`src/logic/rtc_alarm_cfg.svh`:
```
// register offsets, field positions and reset values of the alarm match block
`ifndef RTC_ALARM_CFG_SVH
`define RTC_ALARM_CFG_SVH
`define ALM0_WDAY_ADDR 8'h0f
`define ALM0_DATE_ADDR 8'h10
`define ALM0_MONTH_ADDR 8'h11
`define ALM1_SUBSEC_ADDR 8'h12
`define ALM1_SEC_ADDR 8'h13
`define ALM1_MIN_ADDR 8'h14
`define REG_RESET 8'h00
`define OUTSEL_BIT 7
`define COND_MSB 6
`define COND_LSB 4
`define FLAG_BIT 3
`define WDAY_MASK 8'h07
`define DATE_MASK 8'h3f
`define MONTH_MASK 8'h1f
`define SEC_MASK 8'h7f
`define FMT_BIT 6
`define MIDNIGHT_HOUR 8'h12
`define ZERO_BCD 8'h00
`define PM_BIT 5
`define HOUR12_MASK 8'h1f
`define HOUR24_MASK 8'h3f
`endif

```
`src/logic/rtc_alarm_pkg.sv`:
```
// types shared by the alarm match block
package rtc_alarm_pkg;
    typedef enum logic [2:0] {
        COND_SECONDS = 3'h0,
        COND_MINUTES = 3'h1,
        COND_HOURS = 3'h2,
        COND_WEEKDAY = 3'h3,
        COND_DATE = 3'h4,
        COND_RSVD5 = 3'h5,
        COND_RSVD6 = 3'h6,
        COND_ALL = 3'h7
    } match_cond_e;
    typedef logic [7:0] byte_t;
endpackage : rtc_alarm_pkg

```
`src/logic/rtc_tick_edge.sv`:
```
// one-cycle pulse on each rising edge of a same-clock update strobe
`timescale 1ns/1ns
`default_nettype none
module rtc_tick_edge (
    // clock and reset
    input wire logic clk_i,
    input wire logic srst_i,
    // strobe in, pulse out
    input wire logic level_i,
    output logic pulse_o
);
    logic prev_reg;
    logic prev_next;

    // next value
    always_comb begin
        prev_next = level_i;
    end

    // register
    always_ff @(posedge clk_i) begin
        if (srst_i) begin
            prev_reg <= 1'b0;
        end else begin
            prev_reg <= prev_next;
        end
    end

    assign pulse_o = level_i & ~prev_reg;
endmodule : rtc_tick_edge
`default_nettype wire

```
`src/logic/rtc_hour_cmp.sv`:
```
// hour comparison that honours 12-hour and 24-hour formats
`timescale 1ns/1ns
`default_nettype none
`include "rtc_alarm_cfg.svh"
module rtc_hour_cmp
    import rtc_alarm_pkg::*;
(
    // hour values in timekeeping layout
    input wire logic [7:0] time_hour_i,
    input wire logic [7:0] alarm_hour_i,
    // result
    output logic match_o
);
    // in 12-hour mode bit 5 is am/pm and is compared; in 24-hour it is a tens bit
    always_comb begin
        if (time_hour_i[`FMT_BIT]) begin
            match_o = ((time_hour_i & `HOUR12_MASK) == (alarm_hour_i & `HOUR12_MASK)) &&
                      (time_hour_i[`PM_BIT] == alarm_hour_i[`PM_BIT]); // RULE_03
        end else begin
            match_o = (time_hour_i & `HOUR24_MASK) == (alarm_hour_i & `HOUR24_MASK); // RULE_03
        end
    end
endmodule : rtc_hour_cmp
`default_nettype wire

```
`src/logic/rtc_alarm_match.sv`:
```
// alarm match registers and comparators of the real-time clock
//
// Overview of operation
// (RULE_01) bit 7 picks irq pin or watchdog pin
// (RULE_02) codes 000,001,100 match seconds, minutes, date
// (RULE_03) code 010 matches hours, honouring 12/24 format
// (RULE_04) code 011 matches weekday at midnight
// (RULE_05) host never programs codes 101 or 110
// (RULE_06) code 111 needs every field matching
// (RULE_07) flag bit 3 set on alarm, host clears
// (RULE_08) weekday held in low three bits, 1-7
// (RULE_09) date tens bits 5-4, units 3-0
// (RULE_10) month tens bit 4, units 3-0
// (RULE_11) month compare exists only for first alarm
// (RULE_12) sub-second compare only on second alarm
// (RULE_13) sub-second register: tenths high, hundredths low
// (RULE_14) second alarm seconds: tens 6-4, units 3-0
// (RULE_15) second alarm minutes: tens 6-4, units 3-0
// (RULE_16) alarm hour format bit mirrors timekeeping hour
// (RULE_17) compare on each update, fire once per match
`timescale 1ns/1ns
`default_nettype none
`include "rtc_alarm_cfg.svh"
module rtc_alarm_match
    import rtc_alarm_pkg::*;
(
    // clock and reset
    input wire logic clk_i,
    input wire logic srst_i,
    // register port from the serial interface
    input wire logic [7:0] reg_addr_i,
    input wire logic [7:0] reg_wdata_i,
    input wire logic reg_we_i,
    output logic [7:0] reg_rdata_o,
    // running timekeeping counters, bcd, same clock
    input wire logic time_update_i,
    input wire logic [7:0] time_subsec_i,
    input wire logic [7:0] time_sec_i,
    input wire logic [7:0] time_min_i,
    input wire logic [7:0] time_hour_i,
    input wire logic [7:0] time_wday_i,
    input wire logic [7:0] time_date_i,
    input wire logic [7:0] time_month_i,
    // first alarm seconds, minutes and hour match values from their own registers, timekeeping layout
    input wire logic [7:0] alarm0_sec_i,
    input wire logic [7:0] alarm0_min_i,
    input wire logic [7:0] alarm0_hour_i,
    // alarm outputs
    output logic alarm0_irq_o,
    output logic alarm0_watchdog_o,
    output logic alarm1_match_o
);
    // host-visible match registers of both alarms
    byte_t wday_reg;
    byte_t wday_next;
    byte_t date_reg;
    byte_t date_next;
    byte_t month_reg;
    byte_t month_next;
    byte_t subsec_reg;
    byte_t subsec_next;
    byte_t sec1_reg;
    byte_t sec1_next;
    byte_t min1_reg;
    byte_t min1_next;
    // registered read data and pin levels
    byte_t rdata_reg;
    byte_t rdata_next;
    logic irq_reg;
    logic irq_next;
    logic wdo_reg;
    logic wdo_next;
    // second alarm result, held between updates
    logic a1_reg;
    logic a1_next;
    // one compare cycle per rising update strobe
    logic update_pulse;
    // first alarm field results
    logic hour_hit;
    logic sec_hit;
    logic min_hit;
    logic wday_hit;
    logic date_hit;
    logic month_hit;
    logic midnight_hour;
    logic midnight;
    logic a0_hit;
    logic flag_set;
    // second alarm field results
    logic a1_subsec_hit;
    logic a1_sec_hit;
    logic a1_min_hit;
    logic a1_hit;
    // host write strobes, one per match register
    logic wr_wday;
    logic wr_date;
    logic wr_month;
    logic wr_subsec;
    logic wr_sec1;
    logic wr_min1;
    // alarm hour with the live format bit patched in, and the decoded condition
    byte_t hour_cmp_value;
    match_cond_e cond;

    // update strobe becomes a single compare cycle
    rtc_tick_edge u_tick (
        .clk_i(clk_i),
        .srst_i(srst_i),
        .level_i(time_update_i),
        .pulse_o(update_pulse)
    );

    // alarm hour format bit follows the live clock so the host need not set it
    always_comb begin
        hour_cmp_value = alarm0_hour_i;
        hour_cmp_value[`FMT_BIT] = time_hour_i[`FMT_BIT]; // RULE_16
    end

    rtc_hour_cmp u_hour (
        .time_hour_i(time_hour_i),
        .alarm_hour_i(hour_cmp_value),
        .match_o(hour_hit)
    );

    // first alarm field comparators; reserved bits of the live counters are ignored
    always_comb begin
        cond = match_cond_e'(wday_reg[`COND_MSB:`COND_LSB]);
        sec_hit = (time_sec_i & `SEC_MASK) == (alarm0_sec_i & `SEC_MASK);
        min_hit = (time_min_i & `SEC_MASK) == (alarm0_min_i & `SEC_MASK);
        wday_hit = (time_wday_i & `WDAY_MASK) == (wday_reg & `WDAY_MASK); // RULE_08
        date_hit = (time_date_i & `DATE_MASK) == date_reg; // RULE_09
        month_hit = (time_month_i & `MONTH_MASK) == month_reg; // RULE_10 RULE_11
    end

    // midnight is 12 am in 12-hour mode and hour zero in 24-hour mode
    always_comb begin
        if (time_hour_i[`FMT_BIT]) begin
            midnight_hour = (time_hour_i & `HOUR24_MASK) == `MIDNIGHT_HOUR; // RULE_04
        end else begin
            midnight_hour = (time_hour_i & `HOUR24_MASK) == `ZERO_BCD; // RULE_04
        end
        midnight = midnight_hour && ((time_sec_i & `SEC_MASK) == `ZERO_BCD) &&
                   ((time_min_i & `SEC_MASK) == `ZERO_BCD); // RULE_04
    end

    // condition code picks which comparison raises the first alarm
    always_comb begin
        case (cond)
            COND_SECONDS: a0_hit = sec_hit; // RULE_02
            COND_MINUTES: a0_hit = min_hit; // RULE_02
            COND_HOURS: a0_hit = hour_hit; // RULE_03
            COND_WEEKDAY: a0_hit = wday_hit && midnight; // RULE_04
            COND_DATE: a0_hit = date_hit; // RULE_02
            COND_ALL: a0_hit = sec_hit && min_hit && hour_hit && wday_hit && date_hit && month_hit; // RULE_06
            default: a0_hit = 1'b0; // codes 101 and 110 never fire
        endcase
        // a match may set the flag only on the rising update strobe, so a held strobe fires once
        flag_set = update_pulse && a0_hit; // RULE_07 RULE_17
    end

    // second alarm: sub-second, seconds and minutes; it has no month field
    always_comb begin
        // tenths and hundredths exist only here, the first alarm has no sub-second field
        a1_subsec_hit = time_subsec_i == subsec_reg; // RULE_12 RULE_13
        a1_sec_hit = (time_sec_i & `SEC_MASK) == sec1_reg; // RULE_14
        a1_min_hit = (time_min_i & `SEC_MASK) == min1_reg; // RULE_15
        a1_hit = a1_subsec_hit && a1_sec_hit && a1_min_hit; // RULE_11
    end

    // host write decode; writes to unmapped offsets match no strobe and are dropped
    always_comb begin
        // write data lands at the same edge; reserved bits are masked in the next-value logic
        wr_wday = reg_we_i && (reg_addr_i == `ALM0_WDAY_ADDR);
        wr_date = reg_we_i && (reg_addr_i == `ALM0_DATE_ADDR);
        wr_month = reg_we_i && (reg_addr_i == `ALM0_MONTH_ADDR);
        wr_subsec = reg_we_i && (reg_addr_i == `ALM1_SUBSEC_ADDR);
        wr_sec1 = reg_we_i && (reg_addr_i == `ALM1_SEC_ADDR);
        wr_min1 = reg_we_i && (reg_addr_i == `ALM1_MIN_ADDR);
    end

    // first alarm control and match registers: next values
    always_comb begin
        wday_next = wday_reg;
        date_next = date_reg;
        month_next = month_reg;
        // the whole control byte is writable, flag included
        if (wr_wday) begin
            wday_next = reg_wdata_i;
        end
        if (wr_date) begin
            date_next = reg_wdata_i & `DATE_MASK; // RULE_09
        end
        if (wr_month) begin
            month_next = reg_wdata_i & `MONTH_MASK; // RULE_10
        end
        // a match wins over a host clear in the same cycle, so no alarm is lost
        if (flag_set) begin
            wday_next[`FLAG_BIT] = 1'b1; // RULE_07
        end
    end

    // first alarm registers
    always_ff @(posedge clk_i) begin
        if (srst_i) begin
            wday_reg <= `REG_RESET;
            date_reg <= `REG_RESET;
            month_reg <= `REG_RESET;
        end else begin
            wday_reg <= wday_next;
            date_reg <= date_next;
            month_reg <= month_next;
        end
    end

    // second alarm match registers: next values
    always_comb begin
        subsec_next = subsec_reg;
        sec1_next = sec1_reg;
        min1_next = min1_reg;
        // bit 7 of seconds and minutes always reads zero
        if (wr_subsec) begin
            subsec_next = reg_wdata_i; // RULE_13
        end
        if (wr_sec1) begin
            sec1_next = reg_wdata_i & `SEC_MASK; // RULE_14
        end
        if (wr_min1) begin
            min1_next = reg_wdata_i & `SEC_MASK; // RULE_15
        end
    end

    // second alarm match registers
    always_ff @(posedge clk_i) begin
        if (srst_i) begin
            subsec_reg <= `REG_RESET;
            sec1_reg <= `REG_RESET;
            min1_reg <= `REG_RESET;
        end else begin
            subsec_reg <= subsec_next;
            sec1_reg <= sec1_next;
            min1_reg <= min1_next;
        end
    end

    // second alarm result is sampled once per update and held until the next
    always_comb begin
        a1_next = a1_reg;
        if (update_pulse) begin
            a1_next = a1_hit; // RULE_17
        end
    end

    // second alarm result register
    always_ff @(posedge clk_i) begin
        if (srst_i) begin
            a1_reg <= 1'b0;
        end else begin
            a1_reg <= a1_next;
        end
    end

    // flag drives the selected pin; the other stays quiet
    always_comb begin
        irq_next = wday_reg[`FLAG_BIT] && !wday_reg[`OUTSEL_BIT]; // RULE_01
        wdo_next = wday_reg[`FLAG_BIT] && wday_reg[`OUTSEL_BIT]; // RULE_01
    end

    // pin registers; the flag is latched first, so a pin lags it by one cycle
    always_ff @(posedge clk_i) begin
        if (srst_i) begin
            irq_reg <= 1'b0;
            wdo_reg <= 1'b0;
        end else begin
            irq_reg <= irq_next;
            wdo_reg <= wdo_next;
        end
    end

    // read mux; registered, so data follows the address by one cycle
    always_comb begin
        case (reg_addr_i)
            `ALM0_WDAY_ADDR: rdata_next = wday_reg;
            `ALM0_DATE_ADDR: rdata_next = date_reg;
            `ALM0_MONTH_ADDR: rdata_next = month_reg;
            `ALM1_SUBSEC_ADDR: rdata_next = subsec_reg;
            `ALM1_SEC_ADDR: rdata_next = sec1_reg;
            `ALM1_MIN_ADDR: rdata_next = min1_reg;
            // unmapped offsets read as zero
            default: rdata_next = `REG_RESET;
        endcase
    end

    // read data register
    always_ff @(posedge clk_i) begin
        if (srst_i) begin
            rdata_reg <= `REG_RESET;
        end else begin
            rdata_reg <= rdata_next;
        end
    end

    // every output comes straight from a flip-flop
    assign reg_rdata_o = rdata_reg;
    assign alarm0_irq_o = irq_reg;
    assign alarm0_watchdog_o = wdo_reg;
    assign alarm1_match_o = a1_reg;
endmodule : rtc_alarm_match
`default_nettype wire

```
`config.mk`:
```
export PLATFORM = sky130hd
export DESIGN_NAME = rtc_alarm_match
export DESIGN_NICKNAME = d
export VERILOG_FILES = /design/src/logic/rtc_alarm_pkg.sv /design/src/logic/rtc_tick_edge.sv /design/src/logic/rtc_hour_cmp.sv /design/src/logic/rtc_alarm_match.sv
export VERILOG_INCLUDE_DIRS = /design/src /design/src/logic
export SDC_FILE = /design/constraint.sdc
export NUM_CORES = 1
export LEC_CHECK = 0
export ABC_AREA = 1
export BUFFER_PORTS_ARGS = -buffer_cell sky130_fd_sc_hd__buf_2
export CORE_ASPECT_RATIO = 1.5
export CORE_MARGIN = 3
export CORE_UTILIZATION = 45
export CTS_BUF_LIST = sky130_fd_sc_hd__clkbuf_16
export DETAILED_ROUTE_END_ITERATION = 8
export PLACE_DENSITY = 0.75
export SLEW_MARGIN = 20
export SYNTH_ARGS = -nofsm -noshare
export SYNTH_HDL_FRONTEND = slang
export SYNTH_HIERARCHICAL = 1
export SYNTH_SLANG_ARGS = --single-unit
```
`constraint.sdc`:
```
create_clock -name clk_i -period 1.5 [get_ports clk_i]
set_input_delay 0.075 -clock clk_i [delete_from_list [all_inputs] [get_ports clk_i]]
set_output_delay 0.075 -clock clk_i [all_outputs]
set_load 0.005 [all_outputs]
```
==> results_dict.tcl <==
set metrics [dict create \
    outcome "finished with violations" \
    violations "negative hold slack" \
    fmax_mhz 741 \
    synth_top_cell_by_area "dfxtp_1" \
    slew_violations 0 \
    synth-seq-area-share 0.318 \
    grt_pass1_vias 3433 \
    ant_nets 0 \
    start_kind "register" \
    ir_drop_v 0.000575 \
    leakagePower_nw 1.99 \
    worstPathArrival_ps 1570 \
    timing.rr.end "wday_reg[3]" \
    timing.rr.start "date_reg[5]" \
    antenna_found_initial 0 \
    setup_viol 0 \
    critPathCapture "wday_reg[3]" \
    synthFlopType "dfxtp_1" \
    synth_edf_count 0 \
    slew_headroom 0.716 \
    cts_root_buf "clkbuf_16" \
    layout.nets 707 \
    hold_ws_ps -4.06 \
    firstDrtPassIters 4 \
    numPortBuffers 93 \
    htreeDepth 2 \
    cts.clk_slew.worst_paths_ps 70 \
    routed_via_density 5.00 \
    syn_area_per_cell_um2 6.68 \
    die_w_um 76.3 \
    netlist_top_cells_count "nand2_1, inv_1, nor2_1" \
    routabilityCongestion 0.913 \
    antennaDiodeCount 0 \
    regArea_um2 1060 \
    cts.sinks 53 \
    synth-seq-cells 53 \
    wl_mm 9.56 \
    holdBufCountCts 0 \
    cp_max_fo 3 \
    fin_util 0.596 \
    path_class "register to register" \
    drive_gt1_frac 0.265 \
    clockBufferDepth 2 \
    start_util 0.474 \
    drv_cap 0 \
    grt_pass1_wl_mm 15.6 \
    clk_latency_ps 290 \
    dieHeight_um 111 \
    synth_area_leaders "dfxtp_1, nand2_1, inv_1, nor2_1, a211oi_1" \
    synth_cell_types 39 \
    synth_nets 599 \
    ff2ff_setup_slack_ps 150 \
    n_fill_cell 672 \
    io_pins 111 \
    startpoint "date_reg[5]" \
    cp.required_ps 1720 \
    syn_to_final_growth_pct 25.8 \
    hold_viol 1 \
    dr_total_vias 3522 \
    dieArea_um2 8490 \
    async_flop_share 0 \
    tns_ps 0 \
    syn-cell-area_um2 3330 \
    synth.top_cell.area_share 0.318 \
    worstMarginPinSlew_ps 426 \
    period_share 0.899 \
    drt_iter0_markers 140 \
    crit_path_end_kind "register" \
    synth.most_common_cell "nand2_1" \
    drc 0 \
    period_minus_slack_ps 1350 \
    dp_hpwl_mm 7.70 \
    numCtsBuffers 5 \
    power.density_nw_per_um2 743 \
    grt_max_degree 30 \
    syn_inst 499 \
    cts_tree "built" \
    yosys_warnings 6 \
    hold_class "input pin to register" \
    reg2reg_depth 8 \
    coreArea_um2 7040 \
    wl_per_cell_um 13.6 \
    fp-row-count 37 \
    clock_skew_ps 3.57 \
    grt_overflow 0 \
    multi_input_area_um2 1900 \
    grtUsageTotal 0.227 \
]
-- per-layer routing --
metal / GRT usage / up-vias / routed length, um
met2: 0.399 / 147 / 4700
met1: 0.248 / 1529 / 3720
met3: 0.0388 / 34 / 645
met4: 0.151 / 0 / 495
li1: - / 1812 / -
met5: 0 / - / 0
-- how the worst min path moves through the flow --
stage	startpoint	endpoint	slack [ps]	depth (start not counted)
3_5_place_dp	time_update_i	u_tick/prev_reg	300	3
2_1_floorplan	srst_i	u_tick/prev_reg	150	1
6_report	time_update_i	u_tick/prev_reg	-4	3
5_1_grt	time_update_i	u_tick/prev_reg	40	3
4_1_cts	time_update_i	u_tick/prev_reg	0.1	3
3_3_place_gp	time_update_i	u_tick/prev_reg	290	3
-- layout by cell type (no fill, tap or decap), types with 5 or more instances in the layout --
cell and n:
o22ai_1 14, nand3_1 14, a31oi_1 5, nor2_1 78, inv_2 5, inv_1 79
clkbuf_16 5, buf_4 18, nor3_1 7, a211oi_2 10, xnor2_1 16, dfxtp_1 50
xor2_1 8, buf_2 93, o21ai_0 6, a21oi_1 8, nand2_1 126, a211oi_1 23
-- kinds of logic (layout without fill, tap and decap cells) --
family,after synthesis,after routing,share of synthesized area
AO/OA/AOI/OAI,76,76,0.172
XOR/XNOR,24,24,0.0631
buffers and inverters,96,205,0.118
flip-flops,53,53,0.318
AND/OR/NAND/NOR,250,250,0.329
-- report_power, final --
part	switching, mW	internal, mW	total, mW	leakage, nW
registers	0.00198	1.41	1.41	0.429
logic	0.246	0.188	0.434	1.48
clock network	0.492	0.776	1.27	0.0826
total	0.740	2.37	3.11	1.99
-- worst max-delay path, stage by stage (launching register included) --
cell	delay, ps
dfxtp_1	370
inv_1	100
nand2_1	80
nand4_1	130
nor4_2	300
nand2_1	90
nand2_1	70
nand2_1	50
a21oi_1	100
-- timing repair --
item | in CTS | in global routing
endpoints found under the setup margin | 0 | 1
buffers inserted | 0 | 0
hold endpoints to repair | 0 | 0
resized for setup | 0 | 11
-- metrics by stage --
stage	instance area, um^2	total power [mW]	instances	worst slack, ps
finish	4190	3.11	705	151
global route	4190	3.22	705	-11.2
CTS	4170	3.11	705	65.3
detailed placement	4010	1.87	697	-15.2
global placement	4010	1.86	697	30.4
floorplan	3330	1.64	499	1.90
-- area by class of cell --
type                            instances  area share
Sequential cell                        53       0.254
Multi-Input combinational cell        350       0.453
Clock buffer                            5      0.0299
Clock inverter                          3     0.00896
Timing Repair Buffer                  112       0.148
Tap cell                               97      0.0290
Inverter                               85      0.0776
Power figures use the tool's default switching activity.
